### src/epc_pkg.sv
// How it works
// - Fast capture enabled puts its clock on pin three
// - Pins one and two always carry converters
// - One independent converter per pulse pin
// - Phase selects in compensation mode bit groups
// - Select bits 0/1/2 include phases A/B/C
// - Empty phase select adds nothing, no pulses
// - Power types in pulse mode bit groups
// - Type codes pick power; 101-111 reserved
// - Latch request names selected type's energy registers
// - Reset: phase selects ones, types 000/001/010
// - Threshold accumulation, then 16-bit divider stage
// - Divider one gives 1 us low time
// - Divider zero behaves as one
// - Long periods: low for fixed 80 ms
// - Short period, even divider: 50% duty
// - Short period, odd divider: (1+1/N)*50%
// - Peak rate 68.8 kHz at minimum settings
// - Pulse outputs idle high, pulse low
// - Pin disable bits hold pins high, except pin three while fast capture is on
// - Falling converter edge sets status, raises interrupt
// - Latch enable copies energies every N edges
package epc_pkg;

    localparam int NUM_OUT = 3;
    localparam int NUM_PHASE = 3;
    localparam int NUM_TYPE = 5;
    localparam int POWER_W = 24;
    localparam int SEL_W = 3;
    localparam int DEN_W = 16;
    localparam int CYC_W = 8;
    localparam int ADDR_W = 8;
    localparam int DATA_W = 32;

    localparam logic [ADDR_W-1:0] ADDR_COMP_MODE = 8'h00;
    localparam logic [ADDR_W-1:0] ADDR_PULSE_MODE = 8'h04;
    localparam logic [ADDR_W-1:0] ADDR_DIV_ONE = 8'h08;
    localparam logic [ADDR_W-1:0] ADDR_DIV_TWO = 8'h0c;
    localparam logic [ADDR_W-1:0] ADDR_DIV_THREE = 8'h10;
    localparam logic [ADDR_W-1:0] ADDR_LATCH_CYC = 8'h14;
    localparam logic [ADDR_W-1:0] ADDR_IRQ_MASK = 8'h18;
    localparam logic [ADDR_W-1:0] ADDR_IRQ_STATUS = 8'h1c;
    localparam logic [ADDR_W-1:0] ADDR_THR_ACTIVE = 8'h20;
    localparam logic [ADDR_W-1:0] ADDR_THR_REACTIVE = 8'h24;
    localparam logic [ADDR_W-1:0] ADDR_THR_APPARENT = 8'h28;
    localparam logic [ADDR_W-1:0] ADDR_CONFIG = 8'h2c;
    localparam logic [ADDR_W-1:0] ADDR_STATE = 8'h30;

    localparam int COMP_W = 9;
    localparam int MODE_W = 15;
    localparam int PIN_DIS_LSB = 9;
    localparam int LATCH_EN_LSB = 12;
    localparam int EDGE_IRQ_LSB = 14;

    localparam logic [COMP_W-1:0] COMP_MODE_RST = 9'h1ff;
    localparam logic [MODE_W-1:0] PULSE_MODE_RST = 15'h0e88;
    localparam logic [DEN_W-1:0] DEN_RST = 16'h0000;
    localparam logic [CYC_W-1:0] LATCH_CYC_RST = 8'h01;
    localparam logic [DATA_W-1:0] THR_RST = 32'h0000_0003;
    localparam logic [DATA_W-1:0] SLV_ZERO = 32'h0000_0000;

    localparam int CLK_NS = 50;
    localparam int US_NS = 1000;
    localparam int CYC_PER_US = (US_NS + CLK_NS - 1) / CLK_NS;
    localparam int LOW_MIN_US = 1;
    localparam int LOW_MAX_MS = 80;
    localparam int US_PER_MS = 1000;
    localparam int US_CNT_W = 18;

    typedef enum logic [SEL_W-1:0] {
        PT_TOTAL_ACTIVE = 3'h0,
        PT_TOTAL_REACTIVE = 3'h1,
        PT_APPARENT = 3'h2,
        PT_FUND_ACTIVE = 3'h3,
        PT_FUND_REACTIVE = 3'h4
    } epc_power_kind_type;

    typedef enum logic [1:0] {
        PS_HIGH = 2'b00,
        PS_LOW = 2'b01
    } epc_pulse_state_type;

    typedef struct packed {
        logic psel;
        logic penable;
        logic pwrite;
        logic [ADDR_W-1:0] paddr;
        logic [DATA_W-1:0] pwdata;
    } epc_apb_req_type;

    typedef struct packed {
        logic [NUM_TYPE-1:0][NUM_PHASE-1:0][POWER_W-1:0] p;
    } epc_power_set_type;

endpackage

### src/epc_converter_top.sv
// Our own choices: the APB register port and the register offsets.
`timescale 1ns/1ps
module epc_converter_top import epc_pkg::*; #(
    parameter int unsigned LOW_MAX_US = LOW_MAX_MS * US_PER_MS,
    parameter int ACC_W = 48
) (
    // Clock and reset.
    input wire logic i_clk,
    input wire logic i_reset,
    // Register bus.
    input wire epc_apb_req_type i_apb,
    output logic o_pready,
    output logic o_pslverr,
    output logic [DATA_W-1:0] o_prdata,
    // Instantaneous phase powers.
    input wire epc_power_set_type i_powers,
    input wire logic i_power_valid,
    // Fast capture clock sharing pin three.
    input wire logic i_fast_capture_clock,
    // Pulse pins and interrupt.
    output logic o_pulse_out_one_n,
    output logic o_pulse_out_two_n,
    output logic o_pulse_out_three_n,
    output logic o_main_interrupt_line,
    // Energy register latch requests.
    output logic [NUM_OUT-1:0] o_latch_strobe,
    output logic [NUM_OUT-1:0][SEL_W-1:0] o_latch_type
);

    function automatic logic signed [ACC_W-1:0] sum_power(
        input epc_power_set_type pw,
        input logic [SEL_W-1:0] kind,
        input logic [NUM_PHASE-1:0] phases
    );
        logic signed [ACC_W-1:0] s;
        s = '0;
        if (kind <= PT_FUND_REACTIVE) begin
            for (int ph = 0; ph < NUM_PHASE; ph++) begin
                if (phases[ph]) begin
                    s = s + ACC_W'($signed(pw.p[kind][ph]));
                end
            end
        end
        return s;
    endfunction

    function automatic logic [DATA_W-1:0] pick_threshold(
        input logic [SEL_W-1:0] kind,
        input logic [DATA_W-1:0] thr_act,
        input logic [DATA_W-1:0] thr_react,
        input logic [DATA_W-1:0] thr_app
    );
        logic [DATA_W-1:0] t;
        case (kind)
            PT_TOTAL_ACTIVE, PT_FUND_ACTIVE: t = thr_act;
            PT_TOTAL_REACTIVE, PT_FUND_REACTIVE: t = thr_react;
            default: t = thr_app;
        endcase
        if (t == SLV_ZERO) begin
            t = DATA_W'(1);
        end
        return t;
    endfunction

    logic [COMP_W-1:0] comp_mode_ff;
    logic [MODE_W-1:0] pulse_mode_ff;
    logic [NUM_OUT-1:0][DEN_W-1:0] pulse_divider_ff;
    logic [CYC_W-1:0] latch_cycle_count_ff;
    logic [NUM_OUT-1:0] irq_mask_ff;
    logic [NUM_OUT-1:0] irq_status_ff;
    logic [DATA_W-1:0] thr_active_ff;
    logic [DATA_W-1:0] thr_reactive_ff;
    logic [DATA_W-1:0] thr_apparent_ff;
    logic fast_capture_en_ff;
    logic pready_ff;
    logic pslverr_ff;
    logic [DATA_W-1:0] prdata_ff;
    logic [4:0] us_div_ff;
    logic us_tick_ff;

    logic [NUM_OUT-1:0] conv_low;
    logic [NUM_OUT-1:0] conv_fall;
    logic [NUM_OUT-1:0] latch_fire;

    // Bus decode: one wait state, writes land on the completing access cycle.
    wire access = i_apb.psel & i_apb.penable;
    wire bus_done = access & pready_ff;
    wire wr_en = bus_done & i_apb.pwrite;
    wire hit_comp = i_apb.paddr == ADDR_COMP_MODE;
    wire hit_mode = i_apb.paddr == ADDR_PULSE_MODE;
    wire hit_div1 = i_apb.paddr == ADDR_DIV_ONE;
    wire hit_div2 = i_apb.paddr == ADDR_DIV_TWO;
    wire hit_div3 = i_apb.paddr == ADDR_DIV_THREE;
    wire hit_cyc = i_apb.paddr == ADDR_LATCH_CYC;
    wire hit_mask = i_apb.paddr == ADDR_IRQ_MASK;
    wire hit_stat = i_apb.paddr == ADDR_IRQ_STATUS;
    wire hit_tact = i_apb.paddr == ADDR_THR_ACTIVE;
    wire hit_treact = i_apb.paddr == ADDR_THR_REACTIVE;
    wire hit_tapp = i_apb.paddr == ADDR_THR_APPARENT;
    wire hit_cfg = i_apb.paddr == ADDR_CONFIG;
    wire hit_state = i_apb.paddr == ADDR_STATE;
    wire hit_any = hit_comp | hit_mode | hit_div1 | hit_div2 | hit_div3 | hit_cyc
        | hit_mask | hit_stat | hit_tact | hit_treact | hit_tapp | hit_cfg | hit_state;
    wire hit_ro = hit_state;
    wire [NUM_OUT-1:0] hit_div = {hit_div3, hit_div2, hit_div1};

    logic [DATA_W-1:0] rd_mux;
    assign rd_mux =
        hit_comp ? DATA_W'(comp_mode_ff) :
        hit_mode ? DATA_W'(pulse_mode_ff) :
        hit_div1 ? DATA_W'(pulse_divider_ff[0]) :
        hit_div2 ? DATA_W'(pulse_divider_ff[1]) :
        hit_div3 ? DATA_W'(pulse_divider_ff[2]) :
        hit_cyc ? DATA_W'(latch_cycle_count_ff) :
        hit_mask ? DATA_W'({irq_mask_ff, EDGE_IRQ_LSB'(0)}) :
        hit_stat ? DATA_W'({irq_status_ff, EDGE_IRQ_LSB'(0)}) :
        hit_tact ? thr_active_ff :
        hit_treact ? thr_reactive_ff :
        hit_tapp ? thr_apparent_ff :
        hit_cfg ? DATA_W'(fast_capture_en_ff) :
        hit_state ? DATA_W'(conv_low) : SLV_ZERO;

    wire [NUM_OUT-1:0] stat_clear = (wr_en & hit_stat) ?
        i_apb.pwdata[EDGE_IRQ_LSB +: NUM_OUT] : '0;
    // A converter edge in the clearing cycle wins over the clear.
    wire [NUM_OUT-1:0] nxt_irq_status = (irq_status_ff & ~stat_clear) | conv_fall;

    always_ff @(posedge i_clk or posedge i_reset) begin
        if (i_reset) begin
            pready_ff <= 1'b0;
            pslverr_ff <= 1'b0;
            prdata_ff <= SLV_ZERO;
        end else begin
            pready_ff <= access & ~pready_ff;
            pslverr_ff <= access & ~pready_ff & (~hit_any | (i_apb.pwrite & hit_ro));
            prdata_ff <= (access & ~pready_ff & ~i_apb.pwrite) ? rd_mux : SLV_ZERO;
        end
    end

    always_ff @(posedge i_clk or posedge i_reset) begin
        if (i_reset) begin
            comp_mode_ff <= COMP_MODE_RST;
            pulse_mode_ff <= PULSE_MODE_RST;
            latch_cycle_count_ff <= LATCH_CYC_RST;
            irq_mask_ff <= '0;
            thr_active_ff <= THR_RST;
            thr_reactive_ff <= THR_RST;
            thr_apparent_ff <= THR_RST;
            fast_capture_en_ff <= 1'b0;
        end else if (wr_en) begin
            if (hit_comp) begin
                comp_mode_ff <= i_apb.pwdata[COMP_W-1:0];
            end
            if (hit_mode) begin
                pulse_mode_ff <= i_apb.pwdata[MODE_W-1:0];
            end
            if (hit_cyc) begin
                latch_cycle_count_ff <= i_apb.pwdata[CYC_W-1:0];
            end
            if (hit_mask) begin
                irq_mask_ff <= i_apb.pwdata[EDGE_IRQ_LSB +: NUM_OUT];
            end
            if (hit_tact) begin
                thr_active_ff <= i_apb.pwdata;
            end
            if (hit_treact) begin
                thr_reactive_ff <= i_apb.pwdata;
            end
            if (hit_tapp) begin
                thr_apparent_ff <= i_apb.pwdata;
            end
            if (hit_cfg) begin
                fast_capture_en_ff <= i_apb.pwdata[0];
            end
        end
    end

    always_ff @(posedge i_clk or posedge i_reset) begin
        if (i_reset) begin
            irq_status_ff <= '0;
        end else begin
            irq_status_ff <= nxt_irq_status;
        end
    end

    // Microsecond enable for the low-time timers.
    wire us_wrap = us_div_ff == 5'(CYC_PER_US - 1);
    always_ff @(posedge i_clk or posedge i_reset) begin
        if (i_reset) begin
            us_div_ff <= '0;
            us_tick_ff <= 1'b0;
        end else begin
            us_div_ff <= us_wrap ? '0 : us_div_ff + 5'd1;
            us_tick_ff <= us_wrap;
        end
    end

    for (genvar g = 0; g < NUM_OUT; g++) begin : g_conv
        logic signed [ACC_W-1:0] acc_ff;
        logic [DEN_W-1:0] div_cnt_ff;
        logic [DEN_W-1:0] low_ticks_ff;
        logic [US_CNT_W-1:0] low_us_ff;
        logic [CYC_W-1:0] latch_cnt_ff;
        epc_pulse_state_type state_ff;
        epc_pulse_state_type nxt_state;

        // Selects are read live so a rewrite leaves the divider running.
        wire [NUM_PHASE-1:0] phases = comp_mode_ff[g*SEL_W +: SEL_W];
        wire [SEL_W-1:0] kind = pulse_mode_ff[g*SEL_W +: SEL_W];
        wire no_phase = phases == '0;
        wire signed [ACC_W-1:0] thr = ACC_W'(pick_threshold(kind, thr_active_ff,
            thr_reactive_ff, thr_apparent_ff));
        wire signed [ACC_W-1:0] step = sum_power(i_powers, kind, phases);
        wire signed [ACC_W-1:0] acc_sum = acc_ff + step;
        wire pos_cross = acc_sum >= thr;
        wire neg_cross = acc_sum <= -thr;
        // First-stage threshold tick feeding the divider.
        wire tick = i_power_valid & ~no_phase & (pos_cross | neg_cross);
        wire [DEN_W-1:0] den = pulse_divider_ff[g];
        wire [DEN_W-1:0] den_eff = (den == '0) ? DEN_W'(1) : den;
        wire [DEN_W-1:0] half = DEN_W'(({1'b0, den_eff} + 17'd1) >> 1);
        wire div_wrap = tick & (div_cnt_ff + DEN_W'(1) >= den_eff);
        wire short_den = den_eff == DEN_W'(1);
        // The closing tick ends the low phase at its own edge, so low spans whole tick gaps.
        wire end_half = ~short_den & ((low_ticks_ff + DEN_W'(tick)) >= half);
        wire end_min = short_den & (low_ticks_ff >= DEN_W'(CYC_PER_US * LOW_MIN_US - 1));
        wire end_max = low_us_ff >= US_CNT_W'(LOW_MAX_US);
        wire cyc_hit = latch_cnt_ff + CYC_W'(1) >= latch_cycle_count_ff;

        always_comb begin
            case (state_ff)
                PS_HIGH: nxt_state = div_wrap ? PS_LOW : PS_HIGH;
                PS_LOW: nxt_state = (~div_wrap & (end_half | end_min | end_max)) ?
                    PS_HIGH : PS_LOW;
                default: nxt_state = PS_HIGH;
            endcase
        end

        assign conv_low[g] = state_ff == PS_LOW;
        assign conv_fall[g] = (state_ff == PS_HIGH) & div_wrap;
        assign latch_fire[g] = conv_fall[g] & pulse_mode_ff[LATCH_EN_LSB + g] & cyc_hit;

        always_ff @(posedge i_clk or posedge i_reset) begin
            if (i_reset) begin
                acc_ff <= '0;
            end else if (i_power_valid & ~no_phase) begin
                acc_ff <= pos_cross ? acc_sum - thr : neg_cross ? acc_sum + thr : acc_sum;
            end
        end

        always_ff @(posedge i_clk or posedge i_reset) begin
            if (i_reset) begin
                div_cnt_ff <= '0;
            end else if (tick) begin
                div_cnt_ff <= div_wrap ? '0 : div_cnt_ff + DEN_W'(1);
            end
        end

        always_ff @(posedge i_clk or posedge i_reset) begin
            if (i_reset) begin
                state_ff <= PS_HIGH;
                low_ticks_ff <= '0;
                low_us_ff <= '0;
            end else begin
                state_ff <= nxt_state;
                if (div_wrap) begin
                    low_ticks_ff <= '0;
                    low_us_ff <= '0;
                end else if (state_ff == PS_LOW) begin
                    // With a divider of one the tick counter times the low phase in cycles.
                    if (tick | short_den) begin
                        low_ticks_ff <= low_ticks_ff + DEN_W'(1);
                    end
                    if (us_tick_ff & ~end_max) begin
                        low_us_ff <= low_us_ff + US_CNT_W'(1);
                    end
                end
            end
        end

        // Counts falling edges between energy register latches.
        always_ff @(posedge i_clk or posedge i_reset) begin
            if (i_reset) begin
                latch_cnt_ff <= '0;
            end else if (conv_fall[g] & pulse_mode_ff[LATCH_EN_LSB + g]) begin
                latch_cnt_ff <= cyc_hit ? '0 : latch_cnt_ff + CYC_W'(1);
            end
        end

        always_ff @(posedge i_clk or posedge i_reset) begin
            if (i_reset) begin
                pulse_divider_ff[g] <= DEN_RST;
                o_latch_strobe[g] <= 1'b0;
                o_latch_type[g] <= PT_TOTAL_ACTIVE;
            end else begin
                if (wr_en & hit_div[g]) begin
                    pulse_divider_ff[g] <= i_apb.pwdata[DEN_W-1:0];
                end
                o_latch_strobe[g] <= latch_fire[g];
                if (latch_fire[g]) begin
                    o_latch_type[g] <= kind;
                end
            end
        end
    end

    wire [NUM_OUT-1:0] pin_dis = pulse_mode_ff[PIN_DIS_LSB +: NUM_OUT];
    wire [NUM_OUT-1:0] pin_level = pin_dis | ~conv_low;

    always_ff @(posedge i_clk or posedge i_reset) begin
        if (i_reset) begin
            o_pulse_out_one_n <= 1'b1;
            o_pulse_out_two_n <= 1'b1;
            o_pulse_out_three_n <= 1'b1;
            o_main_interrupt_line <= 1'b0;
        end else begin
            o_pulse_out_one_n <= pin_level[0];
            o_pulse_out_two_n <= pin_level[1];
            o_pulse_out_three_n <= fast_capture_en_ff ? i_fast_capture_clock : pin_level[2];
            o_main_interrupt_line <= |(nxt_irq_status & irq_mask_ff);
        end
    end

    assign o_pready = pready_ff;
    assign o_pslverr = pslverr_ff;
    assign o_prdata = prdata_ff;

endmodule

### config.mk
export PLATFORM = sky130hd
export DESIGN_NAME = epc_converter_top
export DESIGN_NICKNAME = d
export VERILOG_FILES = /design/src/epc_pkg.sv /design/src/epc_converter_top.sv
export SDC_FILE = /design/constraint.sdc
export NUM_CORES = 2
export LEC_CHECK = 0
export BUFFER_PORTS_ARGS = -buffer_cell sky130_fd_sc_hd__buf_4
export CAP_MARGIN = 20
export CORE_MARGIN = 2
export CORE_UTILIZATION = 30
export CTS_CLUSTER_DIAMETER = 80
export DETAILED_ROUTE_END_ITERATION = 16
export GPL_ROUTABILITY_DRIVEN = 0
export PLACE_DENSITY_LB_ADDON = 0.05
export SLEW_MARGIN = 0
export SYNTH_ARGS = -nofsm -noshare
export SYNTH_HDL_FRONTEND = slang
export SYNTH_SLANG_ARGS = --single-unit
### constraint.sdc
create_clock -name i_clk -period 44.1 [get_ports i_clk]
set_clock_uncertainty 0.1 [all_clocks]
set_input_delay 8.82 -clock i_clk [delete_from_list [all_inputs] [get_ports i_clk]]
set_output_delay 8.82 -clock i_clk [all_outputs]
set_load 0.01 [all_outputs]
# ---- Word-level counts from Yosys, hierarchy flattened
# Index checks and enable logic that the tools add are counted.
# Widths: inputs -> output; s select.
dict set report totals {
  regBits 563
  latchBits 0
  ramBits 0
  rom_bits 0
  input_bits 407
  out_inout_bits 50
  elab_cells 359
  memories 0
}
dict set report classes {
  addsub 37
  n_mul 0
  div 0
  order_cmp 27
  n_eq_ne 28
  n_shift 0
  muxes 89
  n_bitwise 87
  reduce_logical 46
}
# op n
set ops {}
lappend ops {{$mux 48} 24}
lappend ops {{$bmux 72 s3} 3}
lappend ops {{$mux 32} 15}
lappend ops {{$add 48x24->48} 6}
lappend ops {{$mux 16} 15}
lappend ops {{$mux 72} 3}
lappend ops {{$pmux 32 s2} 3}
lappend ops {{$mux 18} 9}
lappend ops {{$add 48x33->48} 3}
lappend ops {{$add 48x48->48} 3}
lappend ops {{$ge 48x33->1} 3}
lappend ops {{$le 48x48->1} 3}
lappend ops {{$neg 32->48} 3}
lappend ops {{$sub 48x33->48} 3}
lappend ops {{$add 16x1->16 const B} 6}
lappend ops {{$ge 16x16->1} 6}
lappend ops {{$logic_not 32->1} 3}
lappend ops {{$add 18x1->18 const B} 3}
lappend ops {{$ge 18x17->1 const B} 3}
lappend ops {{$add 16x1->17 const B} 3}
lappend ops {{$add 16x1->16} 3}
lappend ops {{$eq 16x1->1 const B} 3}
lappend ops {{$ge 16x5->1 const B} 3}
lappend ops {{$logic_not 16->1} 3}
lappend ops {{32 further kinds} 182}

# ---- Depth between registers and ports, before layout
dict set report logic_depth {
  depth_word 22
  ltp_mapped 83
  depth_no_buf 74
}

# ---- Least setup slack after synthesis
# Ideal clock, no wire load.
dict set report synth_path {
  kind {input port to flip-flop}
  from {input port i_powers[216] (netlist name)}
  to {register g_conv[0].state_ff[0]}
  arrival_time_ps 22065
  path_slack_ps 21870
  cell_stages 69
  n_path_buf 3
  path_cell_list {mux4_2 -> mux2i_1 -> nor2_1 -> ha_1 -> fa_1 -> a21o_1 -> a21oi_1 -> o21bai_1 -> a21o_1 -> a21oi_1 -> o21ai_0 -> a21oi_1 -> o21bai_1 -> xor2_1 -> mux2_2 -> ha_1 -> and4_1 -> nand3_1 -> (+33 left out) -> clkbuf_1 -> inv_1 -> ha_1 -> ha_1 -> ha_1 -> a21o_1 -> a21o_1 -> a21o_1 -> a21o_1 -> a21o_1 -> a21o_1 -> a21o_1 -> a21oi_1 -> o21ai_0 -> a211oi_1 -> nor2_1 -> o41ai_1 -> a21o_1}
}
dict set report synth_between {
  elab_chain_len 22
  word_cells_on_any_way 26
}
# element line
set synth_rtl {}
lappend synth_rtl {{start: declaration} epc_converter_top.sv:16} ;# input wire epc_power_set_type i_powers,
lappend synth_rtl {{$bmux 72 s3 (*)} epc_converter_top.sv:40} ;# s = s + ACC_W'($signed(pw.p[kind][ph]));
lappend synth_rtl {{$mux 72 (*)} --}
lappend synth_rtl {{$mux 48 (*)} epc_converter_top.sv:39} ;# if (phases[ph]) begin
lappend synth_rtl {{$mux 48 (*)} epc_converter_top.sv:37} ;# if (kind <= PT_FUND_REACTIVE) begin
lappend synth_rtl {{$add 48x24->48} epc_converter_top.sv:40}
lappend synth_rtl {{$mux 48 (*)} epc_converter_top.sv:39}
lappend synth_rtl {{$mux 48 (*)} epc_converter_top.sv:37}
lappend synth_rtl {{$add 48x24->48} epc_converter_top.sv:40}
lappend synth_rtl {{(+6 left out)} --}
lappend synth_rtl {{named net g_conv[0].tick} epc_converter_top.sv:218} ;# wire tick = i_power_valid & ~no_phase & (pos_cross | neg_cross);
lappend synth_rtl {{$add 16x1->16} epc_converter_top.sv:225} ;# wire end_half = ~short_den & ((low_ticks_ff + DEN_W'(tick)) >= half);
lappend synth_rtl {{$ge 16x16->1} epc_converter_top.sv:225}
lappend synth_rtl {{$and 1x1->1} epc_converter_top.sv:225}
lappend synth_rtl {{$or 1x1->1 (2 in series)} epc_converter_top.sv:233} ;# PS_LOW: nxt_state = (~div_wrap & (end_half | end_min | end_max)) ?
lappend synth_rtl {{$and 1x1->1} epc_converter_top.sv:233}
lappend synth_rtl {{$mux 1} epc_converter_top.sv:233}
lappend synth_rtl {{$pmux 1 s2 (*)} epc_converter_top.sv:231} ;# case (state_ff)
lappend synth_rtl {{named net g_conv[0].nxt_state[0]} epc_converter_top.sv:205} ;# epc_pulse_state_type nxt_state;
lappend synth_rtl {{end signal: assignment} epc_converter_top.sv:265} ;# state_ff <= nxt_state;
lappend synth_rtl {{end: declaration} epc_converter_top.sv:204} ;# epc_pulse_state_type state_ff;
# The timed path passes the listed nets; every way through them passes the cells marked *. The select of a mux whose other input is x is not followed.
# A chain may end at the register's enable or synchronous reset.

# ---- Final worst setup path
# Ends and elaborated chain as after synthesis.

==> metrics.md <==
| Metric | Value |
|---|---|
| Status | finished clean |
| CTS tree | done |
| R2R depth | 65 |
| I/O pin total | 457 |
| H-Tree Depth | 3 |
| Critical-path top delay cell | a221oi_1 |
| Multi-input gate area | 62900 sq um |
| Ys Warns | 0 |
| HP Class | reg2reg |
| Vias in the first global route | between 70k and 80k |
| Horiz. Die Dim | 522 um |
| Yosys top cell area share | between 15 and 20% |
| Nets | 11.9k |
| Non-filler cells in the finished layout | 14.2k |
| Mapped Avg Cell Area | 7.72 sq um |
| Post-synth ARST share | 100% |
| Final setup viols | 0 |
| Wire length of the first global-routing pass | between 500000 and 600000 um |
| Hold Crit Depth | 1 |
| Final Hold Viols | 0 |
| Most common cell after layout, fill and taps aside | nand2_1 |
| Final period utilization | 55.2% |
| Post CTS Setup Buffer Count | 0 |
| WL final | 393000 um |
| Worst Path Required | 44.63 ns |
| Die Y | ~520 um |
| Total GRT Usage | approximately 28% |
| EDFF count, synth | 0 |
| Synth area leaders | dfrtp_1 (17%), ha_1 (13%), a21oi_1 (5.6%) |
| Max Freq | ~41 MHz |
| Kind of critical path | in2reg |
| Clock Latency Late Sink | approximately 0.73 ns |
| PwrDens | 33.1 nW/um^2 |
| Leakage | 0.0421 uW |
| Die area | 272000 sq um |
| Storage cell area | ~14000 sq um |
| Post-route ant nets | 0 |
| Sink Count | 560 |
| Layout cells sized above 1 | 13.1% |
| CP Capture Type | flip-flop |
| Ys flop type | dfrtp_1 |
| DR vias/cell | roughly 6 |
| Max Cap Violations | 0 |
| FF+latch count, synth | 560 |
| Slew at the pin with the worst max-slew slack | roughly 1.3 ns |
| Initial DRC Count | 7496 |
| Initial antenna violation count | 38 |
| Hpwl dp | 315000 um |
| RSZ-0062 raised after global routing | false |
| Hold buffer count at CTS | 0 |
| Pins Over Slew Limit | 0 |
| Worst VDD drop | 0.0652 mV |
| Vias | 83.4k |
| Worst setup SP type | primary input |
| Grt ovf | 0 |
| Drt pass-1 iters | 6 |
| Post-cts sizing count | 0 |
| Core Footprint | ~270000 sq um |
| Worst EP arrival | 24.88 ns |
| Root Driver | clkbuf_16 |
| Max stage delay on crit path | 1.10 ns |
| Final min period | around 24 ns |
| Largest net degree at the start of global routing | 144 |
| Cell Rows | 190 |
| Worst rel slew slack | 11.5% |
| Crit path top cell by count | a21o_1 |
| Cells after Synth | 10.4k |
| Bufs on Longest Clock Path | 3 |
| Library cells used by synthesis | 108 |
| Synthesized cell area | between 80000 and 90000 sq um |
| Drt drc | 0 |
| Layout area overhead | 12.8% |
| Routed WL per cell | 27.6 um |
| CP Max Fanout | 29 |
| Layout fillers | roughly 28k |
| PortBufs | 456 |
| Commonest non-fill, non-tap cells in the layout | nand2_1 (986), nor2_1 (948), a21oi_1 (896) |
| TNS Setup | 0 ns |
| Placed Cells | 14.1k |
| Sequential share of the synthesized area | 17.5% |
| Synth area leader | dfrtp_1 |
| TritonCTS Buffers | 80 |
| Initial Utilization | 30.1% |
| Clk slew on worst S/H paths | 0.06 ns |
## power breakdown
part / total [uW] / switching (uW) / internal (uW)
sequential: 572 / 29.6 / 543
combinational: 1740 / 1100 / 637
clock: 694 / 292 / 402
total: 3010 / 1420 / 1580
## critical path, delay by kind of cell
family                   cells  cell delay [ns]
XOR/XNOR                     2             0.32
buffers and inverters        4             0.64
AO/OA/AOI/OAI               36             8.38
AND/OR/NAND/NOR             11             3.02
multiplexers                 3             0.97
adder cells (fa/ha/maj)      8             2.70
## path summary, 6_finish.rpt
check                                    endpoint  slack, ns        startpoint
max                         g_conv[0].state_ff[0]      19.76     i_powers[216]
min                                  us_div_ff[0]       0.37      us_div_ff[0]
max reg2reg                 g_conv[0].state_ff[0]      25.65  pulse_mode_ff[1]
min reg2reg                          us_div_ff[0]       0.37      us_div_ff[0]
max in group asynchronous    g_conv[1].acc_ff[29]      32.87           i_reset
min in group asynchronous  g_conv[2].low_us_ff[2]       8.11           i_reset
## synthesized netlist by cell type (37+ instances only)
cell type and number:
clkbuf_1 474, a211oi_1 148, a22oi_1 44, mux2i_1 86
or3_1 77, o21a_1 97, o22ai_1 69, a31oi_1 98
and2_1 68, nand3_1 302, o211ai_1 113, dfrtp_1 536
xor2_1 194, nor3_1 272, buf_2 37, mux4_2 194
nor4_1 83, ha_1 829, mux2_2 241, nand4_1 155
o21bai_1 117, xnor2_1 480, nand2b_1 179, inv_1 429
nor2b_1 204, nand2_1 987, a22o_1 101, buf_1 66
nor2_1 960, o31ai_1 93, and3_1 121, a21oi_1 897
o21ai_0 676, a21o_1 329, or2_2 49
## per-layer routing
layer / part of all wire, % / up-vias / track usage, %
met1: 45 / 40900 / 37.6
met3: 6.4 / 527 / 3.79
met4: 4.3 / 16 / 10.9
met5: 0.028 / - / 0
li1: - / 38900 / -
met2: 45 / 3112 / 44.6
## cell families after synthesis
family	synth area share, %
adders and majority gates	13.3
AOI/OAI and AO/OA	26.1
muxes	9.87
and+or+nand+nor	21.2
DFF	17.5
buffers and inverters	4.79
other	0.00466
xor gates and xnor gates	7.36
## state kept, by name (all words and copies together) (netlist names), 24 cells and up
register / cells
g_conv.acc_ff: 144
g_conv.low_us_ff: 54
g_conv.den: 48
g_conv.div_cnt_ff: 48
g_conv.low_ticks_ff: 48
o_prdata: 32
thr_active_ff: 32
thr_apparent_ff: 32
thr_reactive_ff: 32
g_conv.latch_cnt_ff: 24
## layout make-up
type | count | area share (%)
Timing Repair Buffer | 653 | 5.44
Clock inverter | 44 | 0.613
Multi-Input combinational cell | 8873 | 69.2
Tap cell | 3552 | 4.89
Clock buffer | 104 | 2.45
Sequential cell | 560 | 15.5
Inverter | 435 | 1.81
Antenna cell | 27 | 0.0744
## stage by stage
stage	util, %	power [uW]	hold slack (ns)	setup WS [ns]	cell area, sq um
after floorplan	-	1740	0.325	19.56	80600
after global placement	32.9	2280	0.355	19.26	87900
after detailed placement	32.9	2280	0.357	19.17	88000
after CTS	33.9	3000	0.371	19.85	90700
after global routing	33.9	3200	0.384	18.52	90800
final	34.0	3010	0.370	19.76	90800
(Power assumes the default switching activity.)
